`src/rtl/motor_prot_pkg.sv`:
```
package motor_prot_pkg;

  // register addresses (chosen map)
  localparam logic [1:0] ADDR_TRIG_CTRL  = 2'h0;
  localparam logic [1:0] ADDR_MODE_SEL   = 2'h1;
  localparam logic [1:0] ADDR_GATE_LEVEL = 2'h2;
  localparam logic [1:0] ADDR_STATUS     = 2'h3;

  // protection_trigger_control fields
  localparam int SW_VALUE_BIT    = 7;
  localparam int SW_ENABLE_BIT   = 6;
  localparam int OVF_TRIG_BIT    = 5;
  localparam int CMP_TRIG_BIT    = 4;
  localparam int OC_TRIG_BIT     = 3;
  localparam int LIM_TRIG_BIT    = 2;
  localparam int OC_SW_BIT       = 1;
  localparam int OC_HW_BIT       = 0;

  // protection_mode_select fields
  localparam int SW_REL_BIT      = 4;
  localparam int LIM_RESTART_BIT = 3;
  localparam int OC_REL_BIT      = 2;
  localparam int CMP_REL_BIT     = 1;
  localparam int OVF_REL_BIT     = 0;

  localparam logic [7:0] TRIG_CTRL_RESET  = 8'h00;
  localparam logic [4:0] MODE_SEL_RESET   = 5'h00;
  localparam logic [5:0] GATE_LEVEL_RESET = 6'h00;
  localparam logic [7:0] MODE_SEL_MASK    = 8'h1f;
  localparam logic [7:0] GATE_LEVEL_MASK  = 8'h3f;

  // status register fields
  localparam int ST_PROTECT_BIT = 0;
  localparam int ST_OC_BIT      = 1;
  localparam int ST_HOLD_BIT    = 2;

  // gate output order: a_top, a_bottom, b_top, b_bottom, c_top, c_bottom
  localparam logic [5:0] BRAKE_PATTERN = 6'h2a;
  localparam logic [5:0] FREE_PATTERN  = 6'h00;

  typedef enum logic [1:0] {
    SEQ_IDLE  = 2'b00,
    SEQ_FELL  = 2'b01,
    SEQ_ARMED = 2'b10
  } seq_state_t;

endpackage

```
`src/rtl/release_seq.sv`:
```
`timescale 1ns/100ps
// detects a high, low, high sequence of one enable bit across register writes
module release_seq
  import motor_prot_pkg::*;
(
  input  wire logic ref_clk_i,
  input  wire logic rst_i,
  input  wire logic write_i,
  input  wire logic old_bit_i,
  input  wire logic new_bit_i,
  output logic      release_o
);

  seq_state_t state;
  seq_state_t next_state;

  always_comb begin
    next_state = state;
    if (write_i) begin
      unique case (state)
        SEQ_IDLE:  next_state = (old_bit_i && !new_bit_i) ? SEQ_FELL : SEQ_IDLE;
        SEQ_FELL:  next_state = new_bit_i ? SEQ_IDLE : SEQ_FELL;
        default:   next_state = SEQ_IDLE;
      endcase
    end
  end

  always_ff @(posedge ref_clk_i or posedge rst_i) begin
    if (rst_i) begin
      state <= SEQ_IDLE;
    end else begin
      state <= next_state;
    end
  end

  // one-cycle pulse in the cycle after the rising write that completes the sequence
  always_ff @(posedge ref_clk_i or posedge rst_i) begin
    if (rst_i) begin
      release_o <= 1'b0;
    end else begin
      release_o <= write_i && (state == SEQ_FELL) && new_bit_i;
    end
  end

endmodule

```
`src/rtl/restart_sync.sv`:
```
`timescale 1ns/100ps
// holds off a drive restart until the next pwm period start when asked to
module restart_sync (
  input  wire logic ref_clk_i,
  input  wire logic rst_i,
  input  wire logic event_i,
  input  wire logic wait_period_i,
  input  wire logic period_start_i,
  output logic      block_o
);

  logic waiting;

  always_ff @(posedge ref_clk_i or posedge rst_i) begin
    if (rst_i) begin
      waiting <= 1'b0;
    end else if (event_i && wait_period_i) begin
      waiting <= 1'b1;
    end else if (period_start_i) begin
      waiting <= 1'b0;
    end
  end

  assign block_o = event_i || waiting;

endmodule

```
`src/rtl/motor_protection_control.sv`:
```
`timescale 1ns/100ps
module motor_protection_control
  import motor_prot_pkg::*;
(
  input  wire logic       ref_clk_i,
  input  wire logic       rst_i,
  input  wire logic [1:0] addr_i,
  input  wire logic [7:0] wdata_i,
  input  wire logic       wr_i,
  input  wire logic       rd_i,
  output logic      [7:0] rdata_o,
  input  wire logic       capture_overflow_event_i,
  input  wire logic       capture_compare_event_i,
  input  wire logic       overcurrent_pulse_i,
  input  wire logic       current_limit_event_i,
  input  wire logic       pwm_period_start_i,
  input  wire logic       brake_select_i,
  input  wire logic [5:0] drive_i,
  output logic      [5:0] gate_o,
  output logic            protect_o,
  output logic            oc_shutdown_active_o
);

  //////////////////////////////////////////////////////////////////////////////
  // registers

  logic [7:0] trig_ctrl;
  logic [4:0] mode_sel;
  logic [5:0] gate_levels;
  logic       trig_wr;
  logic       sw_release;
  logic       oc_hw_release;
  logic       sw_latched;
  logic       oc_latched;
  logic       oc_pause_latched;
  logic       cap_latched;
  logic       limit_block;
  logic       protect;
  logic       oc_shutdown;

  assign trig_wr = wr_i && (addr_i == ADDR_TRIG_CTRL);

  always_ff @(posedge ref_clk_i or posedge rst_i) begin
    if (rst_i) begin
      trig_ctrl <= TRIG_CTRL_RESET;
    end else if (trig_wr) begin
      trig_ctrl <= wdata_i;
    end
  end

  always_ff @(posedge ref_clk_i or posedge rst_i) begin
    if (rst_i) begin
      mode_sel <= MODE_SEL_RESET;
    end else if (wr_i && (addr_i == ADDR_MODE_SEL)) begin
      mode_sel <= wdata_i[4:0];
    end
  end

  always_ff @(posedge ref_clk_i or posedge rst_i) begin
    if (rst_i) begin
      gate_levels <= GATE_LEVEL_RESET;
    end else if (wr_i && (addr_i == ADDR_GATE_LEVEL)) begin
      gate_levels <= wdata_i[5:0];
    end
  end

  //////////////////////////////////////////////////////////////////////////////
  // release sequence detectors

  release_seq u_sw_seq (
    .ref_clk_i (ref_clk_i),
    .rst_i     (rst_i),
    .write_i   (trig_wr),
    .old_bit_i (trig_ctrl[SW_ENABLE_BIT]),
    .new_bit_i (wdata_i[SW_ENABLE_BIT]),
    .release_o (sw_release)
  );

  release_seq u_oc_seq (
    .ref_clk_i (ref_clk_i),
    .rst_i     (rst_i),
    .write_i   (trig_wr),
    .old_bit_i (trig_ctrl[OC_HW_BIT]),
    .new_bit_i (wdata_i[OC_HW_BIT]),
    .release_o (oc_hw_release)
  );

  //////////////////////////////////////////////////////////////////////////////
  // protection sources

  // software mode: value bit drives protection; pause keeps it until release
  always_ff @(posedge ref_clk_i or posedge rst_i) begin
    if (rst_i) begin
      sw_latched <= 1'b0;
    end else if (trig_ctrl[SW_ENABLE_BIT] && trig_ctrl[SW_VALUE_BIT]
                 && mode_sel[SW_REL_BIT]) begin
      sw_latched <= 1'b1;
    end else if (sw_release) begin
      sw_latched <= 1'b0;
    end
  end

  // over-current pulse in pause mode holds protection until a software or over-current hardware release sequence
  always_ff @(posedge ref_clk_i or posedge rst_i) begin
    if (rst_i) begin
      oc_pause_latched <= 1'b0;
    end else if (overcurrent_pulse_i && trig_ctrl[OC_TRIG_BIT]
                 && mode_sel[OC_REL_BIT]) begin
      oc_pause_latched <= 1'b1;
    end else if (sw_release || oc_hw_release) begin
      oc_pause_latched <= 1'b0;
    end
  end

  // capture stall events act only in pause mode, when their mode_sel bit is set; otherwise they are ignored
  always_ff @(posedge ref_clk_i or posedge rst_i) begin
    if (rst_i) begin
      cap_latched <= 1'b0;
    end else if ((capture_overflow_event_i && trig_ctrl[OVF_TRIG_BIT]
                  && mode_sel[OVF_REL_BIT])
                 || (capture_compare_event_i && trig_ctrl[CMP_TRIG_BIT]
                  && mode_sel[CMP_REL_BIT])) begin
      cap_latched <= 1'b1;
    end else if (sw_release) begin
      cap_latched <= 1'b0;
    end
  end

  restart_sync u_limit (
    .ref_clk_i      (ref_clk_i),
    .rst_i          (rst_i),
    .event_i        (current_limit_event_i && trig_ctrl[LIM_TRIG_BIT]),
    .wait_period_i  (mode_sel[LIM_RESTART_BIT]),
    .period_start_i (pwm_period_start_i),
    .block_o        (limit_block)
  );

  always_comb begin
    protect = sw_latched || oc_pause_latched || cap_latched || limit_block
              || (trig_ctrl[SW_ENABLE_BIT] && trig_ctrl[SW_VALUE_BIT])
              || (overcurrent_pulse_i && trig_ctrl[OC_TRIG_BIT]);
  end

  //////////////////////////////////////////////////////////////////////////////
  // over-current shutdown

  // set wins over release when both land in one cycle
  always_ff @(posedge ref_clk_i or posedge rst_i) begin
    if (rst_i) begin
      oc_latched <= 1'b0;
    end else if (overcurrent_pulse_i && trig_ctrl[OC_TRIG_BIT]
                 && trig_ctrl[OC_HW_BIT]) begin
      oc_latched <= 1'b1;
    end else if (oc_hw_release) begin
      oc_latched <= 1'b0;
    end
  end

  always_comb begin
    oc_shutdown = oc_latched || trig_ctrl[OC_SW_BIT];
  end

  //////////////////////////////////////////////////////////////////////////////
  // outputs

  always_ff @(posedge ref_clk_i or posedge rst_i) begin
    if (rst_i) begin
      gate_o <= FREE_PATTERN;
    end else if (oc_shutdown) begin
      gate_o <= gate_levels;
    end else if (protect) begin
      gate_o <= brake_select_i ? BRAKE_PATTERN : FREE_PATTERN;
    end else begin
      gate_o <= drive_i;
    end
  end

  always_ff @(posedge ref_clk_i or posedge rst_i) begin
    if (rst_i) begin
      protect_o            <= 1'b0;
      oc_shutdown_active_o <= 1'b0;
    end else begin
      protect_o            <= protect;
      oc_shutdown_active_o <= oc_shutdown;
    end
  end

  always_ff @(posedge ref_clk_i or posedge rst_i) begin
    if (rst_i) begin
      rdata_o <= 8'h00;
    end else if (rd_i) begin
      unique case (addr_i)
        ADDR_TRIG_CTRL:  rdata_o <= trig_ctrl;
        ADDR_MODE_SEL:   rdata_o <= {3'h0, mode_sel} & MODE_SEL_MASK;
        ADDR_GATE_LEVEL: rdata_o <= {2'h0, gate_levels} & GATE_LEVEL_MASK;
        ADDR_STATUS: begin
          rdata_o                 <= 8'h00;
          rdata_o[ST_PROTECT_BIT] <= protect;
          rdata_o[ST_OC_BIT]      <= oc_shutdown;
          rdata_o[ST_HOLD_BIT]    <= sw_latched || oc_pause_latched || cap_latched;
        end
      endcase
    end else begin
      rdata_o <= 8'h00;
    end
  end

endmodule

```
`config.mk`:
```
export PLATFORM = sky130hd
export DESIGN_NAME = motor_protection_control
export DESIGN_NICKNAME = d
export VERILOG_FILES = /design/src/rtl/motor_prot_pkg.sv /design/src/rtl/release_seq.sv /design/src/rtl/restart_sync.sv /design/src/rtl/motor_protection_control.sv
export SDC_FILE = /design/constraint.sdc
export NUM_CORES = 1
export LEC_CHECK = 0
export BUFFER_PORTS_ARGS = -buffer_cell sky130_fd_sc_hd__buf_4
export CAP_MARGIN = 20
export CORE_MARGIN = 5
export CORE_UTILIZATION = 45
export CTS_CLUSTER_DIAMETER = 200
export DETAILED_ROUTE_END_ITERATION = 8
export PLACE_DENSITY = 0.78
export SYNTH_ARGS = -nofsm -noshare
export SYNTH_HDL_FRONTEND = slang
export SYNTH_SLANG_ARGS = --single-unit
```
`constraint.sdc`:
```
create_clock -name ref_clk_i -period 2.5 [get_ports ref_clk_i]
set_input_delay 0.5 -clock ref_clk_i [delete_from_list [all_inputs] [get_ports ref_clk_i]]
set_output_delay 0.5 -clock ref_clk_i [all_outputs]
set_load 0.05 [all_outputs]
```
### Yosys cells after proc, flatten, opt, wreduce, memory -nomap -nowiden

Cells that the tools add are included.

| operators by class | value |
|---|---|
| equality and inequality tests | 5 |
| reductions and logical operators | 39 |
| muxes and demuxes | 20 |

Operators with widths:

| kind | number |
|---|---|
| $pmux W8 S4 | 1 |
| $logic_and A1 B1 Y1 | 20 |
| $mux W6 | 3 |
| $mux W1 | 13 |
| $reduce_bool A2 Y1 | 5 |
| $logic_or A1 B1 Y1 | 9 |
| $mux W8 | 1 |
| $pmux W2 S2 | 2 |
| $eq A2 B1 Y1 const B | 3 |
| $logic_not A2 Y1 | 3 |
| $eq A2 B2 Y1 const B | 2 |
| $logic_not A1 Y1 | 2 |

| word-level totals | value |
|---|---|
| bits in registers | 46 |
| word-level logic and storage cells | 80 |
| input port bits | 26 |

### Logic depth before layout (Yosys ltp)

| logic depth | value |
|---|---|
| depth after elaboration | 7 |
| depth in mapped cells | 4 |
| depth with buffers taken out | 4 |

### Cells and area by module

From an unflattened synthesis, not the netlist that was laid out.

| second synthesis, totals | value |
|---|---|
| cells, all modules | 144 |
| area total of the unflattened synthesis | 1819.2 um^2 |

Modules (own cells, without submodules):

| module | area an instance (um^2) | instances | cells each |
|---|---|---|---|
| motor_protection_control | 1629.1 | 1 | 126 |
| release_seq | 71.3 | 2 | 6 |
| restart_sync | 47.5 | 1 | 6 |

### Worst setup path before layout

No wires, ideal clock.

| timing | value |
|---|---|
| path type | input -> register |
| start | input addr_i[1] |
| end | register trig_ctrl[0] |
| data required time | 2375 ps |
| setup time | 125 ps |
| arrival time | 1406 ps |
| slack | 969 ps |
| path buffers | 1 |
| cell stages on the path | 3 |
| cell sequence | nor3b_2 buf_2 mux2_2 |

| on the way | value |
|---|---|
| longest elaborated chain between the ends | 2 |

RTL lines:

| what | RTL line | text |
|---|---|---|
| start, declared | motor_protection_control.sv:7 | `input wire logic [1:0] addr_i,` |
| $logic_not A2 Y1 | motor_protection_control.sv:41 | `assign trig_wr = wr_i && (addr_i == ADDR_TRIG_CTRL);` |
| $logic_and A1 B1 Y1 | motor_protection_control.sv:41 |  |
| end signal, assigned | motor_protection_control.sv:47 | `trig_ctrl <= wdata_i;` |
| end, declared | motor_protection_control.sv:27 | `logic [7:0] trig_ctrl;` |

Every way passes these cells.
A chain may end at the register's enable or synchronous reset.

### Final worst setup path

| timing | value |
|---|---|
| start | register cap_latched |
| end | register gate_o[2] |

| on the way | value |
|---|---|
| longest elaborated chain between the ends | 6 |

RTL lines:

| what | RTL line | text |
|---|---|---|
| start, declared | motor_protection_control.sv:36 | `logic cap_latched;` |
| start signal, assigned | motor_protection_control.sv:118 | `cap_latched <= 1'b0;` |
| start signal, assigned | motor_protection_control.sv:123 | `cap_latched <= 1'b1;` |
| start signal, assigned | motor_protection_control.sv:125 | `cap_latched <= 1'b0;` |
| $logic_or A1 B1 Y1 (2 in a row) | motor_protection_control.sv:139 | `protect = sw_latched \|\| oc_pause_latched \|\| cap_latched \|\| limit_block` |
| $logic_or A1 B1 Y1 | motor_protection_control.sv:140 | `\|\| (trig_ctrl[SW_ENABLE_BIT] && trig_ctrl[SW_VALUE_BIT])` |
| $logic_or A1 B1 Y1 | motor_protection_control.sv:141 | `\|\| (overcurrent_pulse_i && trig_ctrl[OC_TRIG_BIT]);` |
| $mux W6 | motor_protection_control.sv:171 | `end else if (protect) begin` |
| $mux W6 | motor_protection_control.sv:169 | `end else if (oc_shutdown) begin` |
| end signal, assigned | motor_protection_control.sv:170 | `gate_o <= gate_levels;` |
| end signal, assigned | motor_protection_control.sv:172 | `gate_o <= brake_select_i ? BRAKE_PATTERN : FREE_PATTERN;` |
| end signal, assigned | motor_protection_control.sv:174 | `gate_o <= drive_i;` |
| end, declared | motor_protection_control.sv:19 | `output logic [5:0] gate_o,` |

Every way passes these cells.

==> flow_summary_export.csv <==
group,metric,value,unit
min_path,hold_path.class,"in -> async",
critical_path,cp.required,2.73,ns
cts,worst_skew_pair.late_latency,0.29,ns
critical_path,critical_path.max_stage_delay,0.54,ns
cts,postCtsResizedCells,0,
yosys,mappedNetlistArea,1810,um^2
cts,post_cts_hold_buffer_count,0,
grt,first_global_vias,1320,
die,std_cell_rows,23,
timing,timing.final.hold_violations,0,
cts,post_cts_buffers,0,
yosys,post_synth.cell_area_avg,13.3,um^2
pwr,power_density,816,nW/um^2
status,run_status,"finished, final reports clean",
die,floorplan.die.height,73.4,um
layout,area_delta_synth_final,24.9,%
grt,grt_overflow_total,0,
timing,fin_ws,0.876,ns
route,vias_per_cell,5.51,
route,wl_per_cell,16.7,um
layout,final_standard_cell_utilization_of_the_core,57.2,%
route,route.antenna.remaining_nets,0,
timing,max_freq,616,MHz
timing,final-setup-viol-count,0,
critical_path,worstPathArrival,1.85,ns
yosys,netlist.top_cell.by_area,"sky130_fd_sc_hd__dfrtp_1",
layout,final_nets,209,
yosys,synth.distinct_cells,34,
yosys,synth_top_cells_by_count,"44 x sky130_fd_sc_hd__dfrtp_1, 18 x sky130_fd_sc_hd__mux2_2, 7 x sky130_fd_sc_hd__inv_1",
die,top_level_ports,42,
timing,tightestPinTransition,0.576,ns
critical_path,critical_path_peak_fanout,3,
yosys,synth_edf_count,0,
timing,relSlewSlack,61.2,%
place,pre_cts_slack,0.805,ns
grt,total_routing_usage_reported_by_global_routing,15.9,%
place,hpwl,2.98,mm
layout,drive_gt1_share,37.7,%
yosys,post-synth-top-count-cell,"sky130_fd_sc_hd__dfrtp_1",
die,coreArea,3940,um^2
place,io_buffer_count,41,
die,initial_core_util,45.8,%
route,first_drt_iteration_drcs,94,
grt,grt_first_pass_wirelength,6.41,mm
pwr,power_leakage,0.00104,uW
place,place_congestion,0.817,
cts,htreeDepth,2,
route,post-route-drc-count,0,
route,route.final.wire_length,3.90,mm
layout,num_antenna_cells,0,
die,design.die.area,5380,um^2
cts,cts.root.buffer_cell,"sky130_fd_sc_hd__clkbuf_8",
yosys,synthFlopType,"sky130_fd_sc_hd__dfrtp_1",
cts,clock_tree_from_tritoncts,"yes",
timing,tns,0,ns
yosys,synth_top_area_share,60.9,%
timing,period_minus_slack,1.62,ns
critical_path,startpoint_type,"flop",
yosys,synth_area_leaders,"sky130_fd_sc_hd__dfrtp_1 61%, sky130_fd_sc_hd__mux2_2 11%, sky130_fd_sc_hd__a22o_1 2.4%",
route,first_pass_iters,4,
critical_path,timing.critical_path.cells,"or3_4 > nor4_1 > a22o_1",
cts,cts-buffers-inserted,5,
pwr,design_power_total,1840,uW
critical_path,critical_path.endpoint_type,"flop",
yosys,synthCells,136,
yosys,synth-seq-cells,44,
pwr,power.ir.vdd_worst,0.494,mV
critical_path,critical-path-slowest-cell,"sky130_fd_sc_hd__nor4_1",
timing,skew,0.00478,ns
grt,antenna_found_initial,0,
yosys,fraction_of_the_yosys_area_taken_by_sequential_cells,60.9,%
cts,clock_path_buffers,2,
cts,tritoncts_num_sinks,44,
critical_path,crit_type,"reg -> reg",
die,die_boundary_width,73.4,um
timing,grt_setup_unrepaired,"no",
yosys,ys.warnings.count,0,
grt,pin_count_of_the_biggest_net_entering_global_routing,45,
timing,final_max_slew_viol_count,0,
cts,cts.clk_slew.worst_paths,0.07,ns
yosys,share_of_synthesized_registers_carrying_an_async_set_or_reset,100,%
flow_run,cap_violations,0,
yosys,synth_fp_nets,162,
route,dr_total_vias,1284,
timing,hold-worst-slack,0.342,ns
timing,min_period_over_period,64.9,%
-- logic make-up (layout without fill, tap and decap cells) --
kind of cell	count (synthesis)	after routing	synth area share, %
and+or+nand+nor	30	30	10.4
buffers and inverters	10	57	2.22
DFF	44	44	60.9
muxes	23	23	14.9
AOI/OAI and AO/OA	29	29	11.6
-- cell type report --
class / count / area (um^2)
Clock buffer: 6 / 72.6
Clock inverter: 1 / 5.00
Fill cell: 321 / 1690
Inverter: 7 / 26.3
Multi-Input combinational cell: 82 / 666
Sequential cell: 44 / 1100
Tap cell: 50 / 62.6
Timing Repair Buffer: 43 / 323
-- worst max-delay path: cells and delay by family (launching register included) --
kind | cells | cell delay (ns)
simple gates | 2 | 0.95
compound gates | 1 | 0.21
flops | 1 | 0.40
-- layout by cell type, fill, tap and decap left out, types with 2 or more instances in the layout --
master and count:
sky130_fd_sc_hd__dfrtp_1 44, sky130_fd_sc_hd__nand3b_1 2, sky130_fd_sc_hd__a21oi_1 5, sky130_fd_sc_hd__clkbuf_8 5, sky130_fd_sc_hd__a22o_1 5, sky130_fd_sc_hd__a31oi_1 2
sky130_fd_sc_hd__and2_1 3, sky130_fd_sc_hd__nand4_1 2, sky130_fd_sc_hd__and3_1 3, sky130_fd_sc_hd__buf_4 43, sky130_fd_sc_hd__mux2i_1 4, sky130_fd_sc_hd__nand3_1 4
sky130_fd_sc_hd__a22oi_1 2, sky130_fd_sc_hd__inv_1 7, sky130_fd_sc_hd__nor2_1 4, sky130_fd_sc_hd__o21ai_0 5, sky130_fd_sc_hd__mux2_2 18, sky130_fd_sc_hd__nand2_1 3
sky130_fd_sc_hd__o2bb2ai_1 3, sky130_fd_sc_hd__nor4bb_1 2, sky130_fd_sc_hd__a32o_1 2
-- flip-flops by register name, indices dropped and copies added (netlist names), 5 cells and up --
name         flops
gate_levels      6
rdata_o          8
trig_ctrl        8
gate_o           6
mode_sel         5
-- path summary, 6_finish.rpt --
| path | cells after the start | startpoint | slack [ns] | end |
|---|---|---|---|---|
| max reg2reg | 3 | cap_latched$_DFFE_PP0P_ | 0.88 | gate_o[2]$_DFF_PP0_ |
| max | 3 | cap_latched$_DFFE_PP0P_ | 0.88 | gate_o[2]$_DFF_PP0_ |
| min reg2reg | 1 | u_oc_seq.release_o$_DFF_PP0_ | 0.48 | oc_latched$_DFFE_PP0P_ |
| max in group asynchronous | 3 | rst_i | 1.81 | gate_levels[5]$_DFFE_PP0P_ |
| min in group ref_clk_i | 2 | wdata_i[6] | 0.38 | u_sw_seq.state[0]$_DFFE_PP0P_ |
| min | 3 | rst_i | 0.34 | oc_shutdown_active_o$_DFF_PP0_ |
-- metrics by stage --
step                instance area (um^2)  instances
finish                              2260        233
global route                        2260        233
CTS                                 2260        233
detailed placement                  2180        226
global placement                    2180        226
floorplan                           1810        136
-- per-layer routing --
layer,vias up,GRT usage [%],share of wire (%)
met2,54,24.3,47
met3,10,4.79,9.0
met1,623,20.6,41
li1,597,-,-
met4,0,7.44,2.2
met5,-,0,0
-- where the power goes --
part           internal [uW]  switching [uW]  leakage, uW  total, uW
clock                    190             215    0.0000410        405
combinational            203             291     0.000472        494
sequential               845            97.3     0.000525        943
total                   1240             604      0.00104       1840
(Power assumes the default switching activity.)
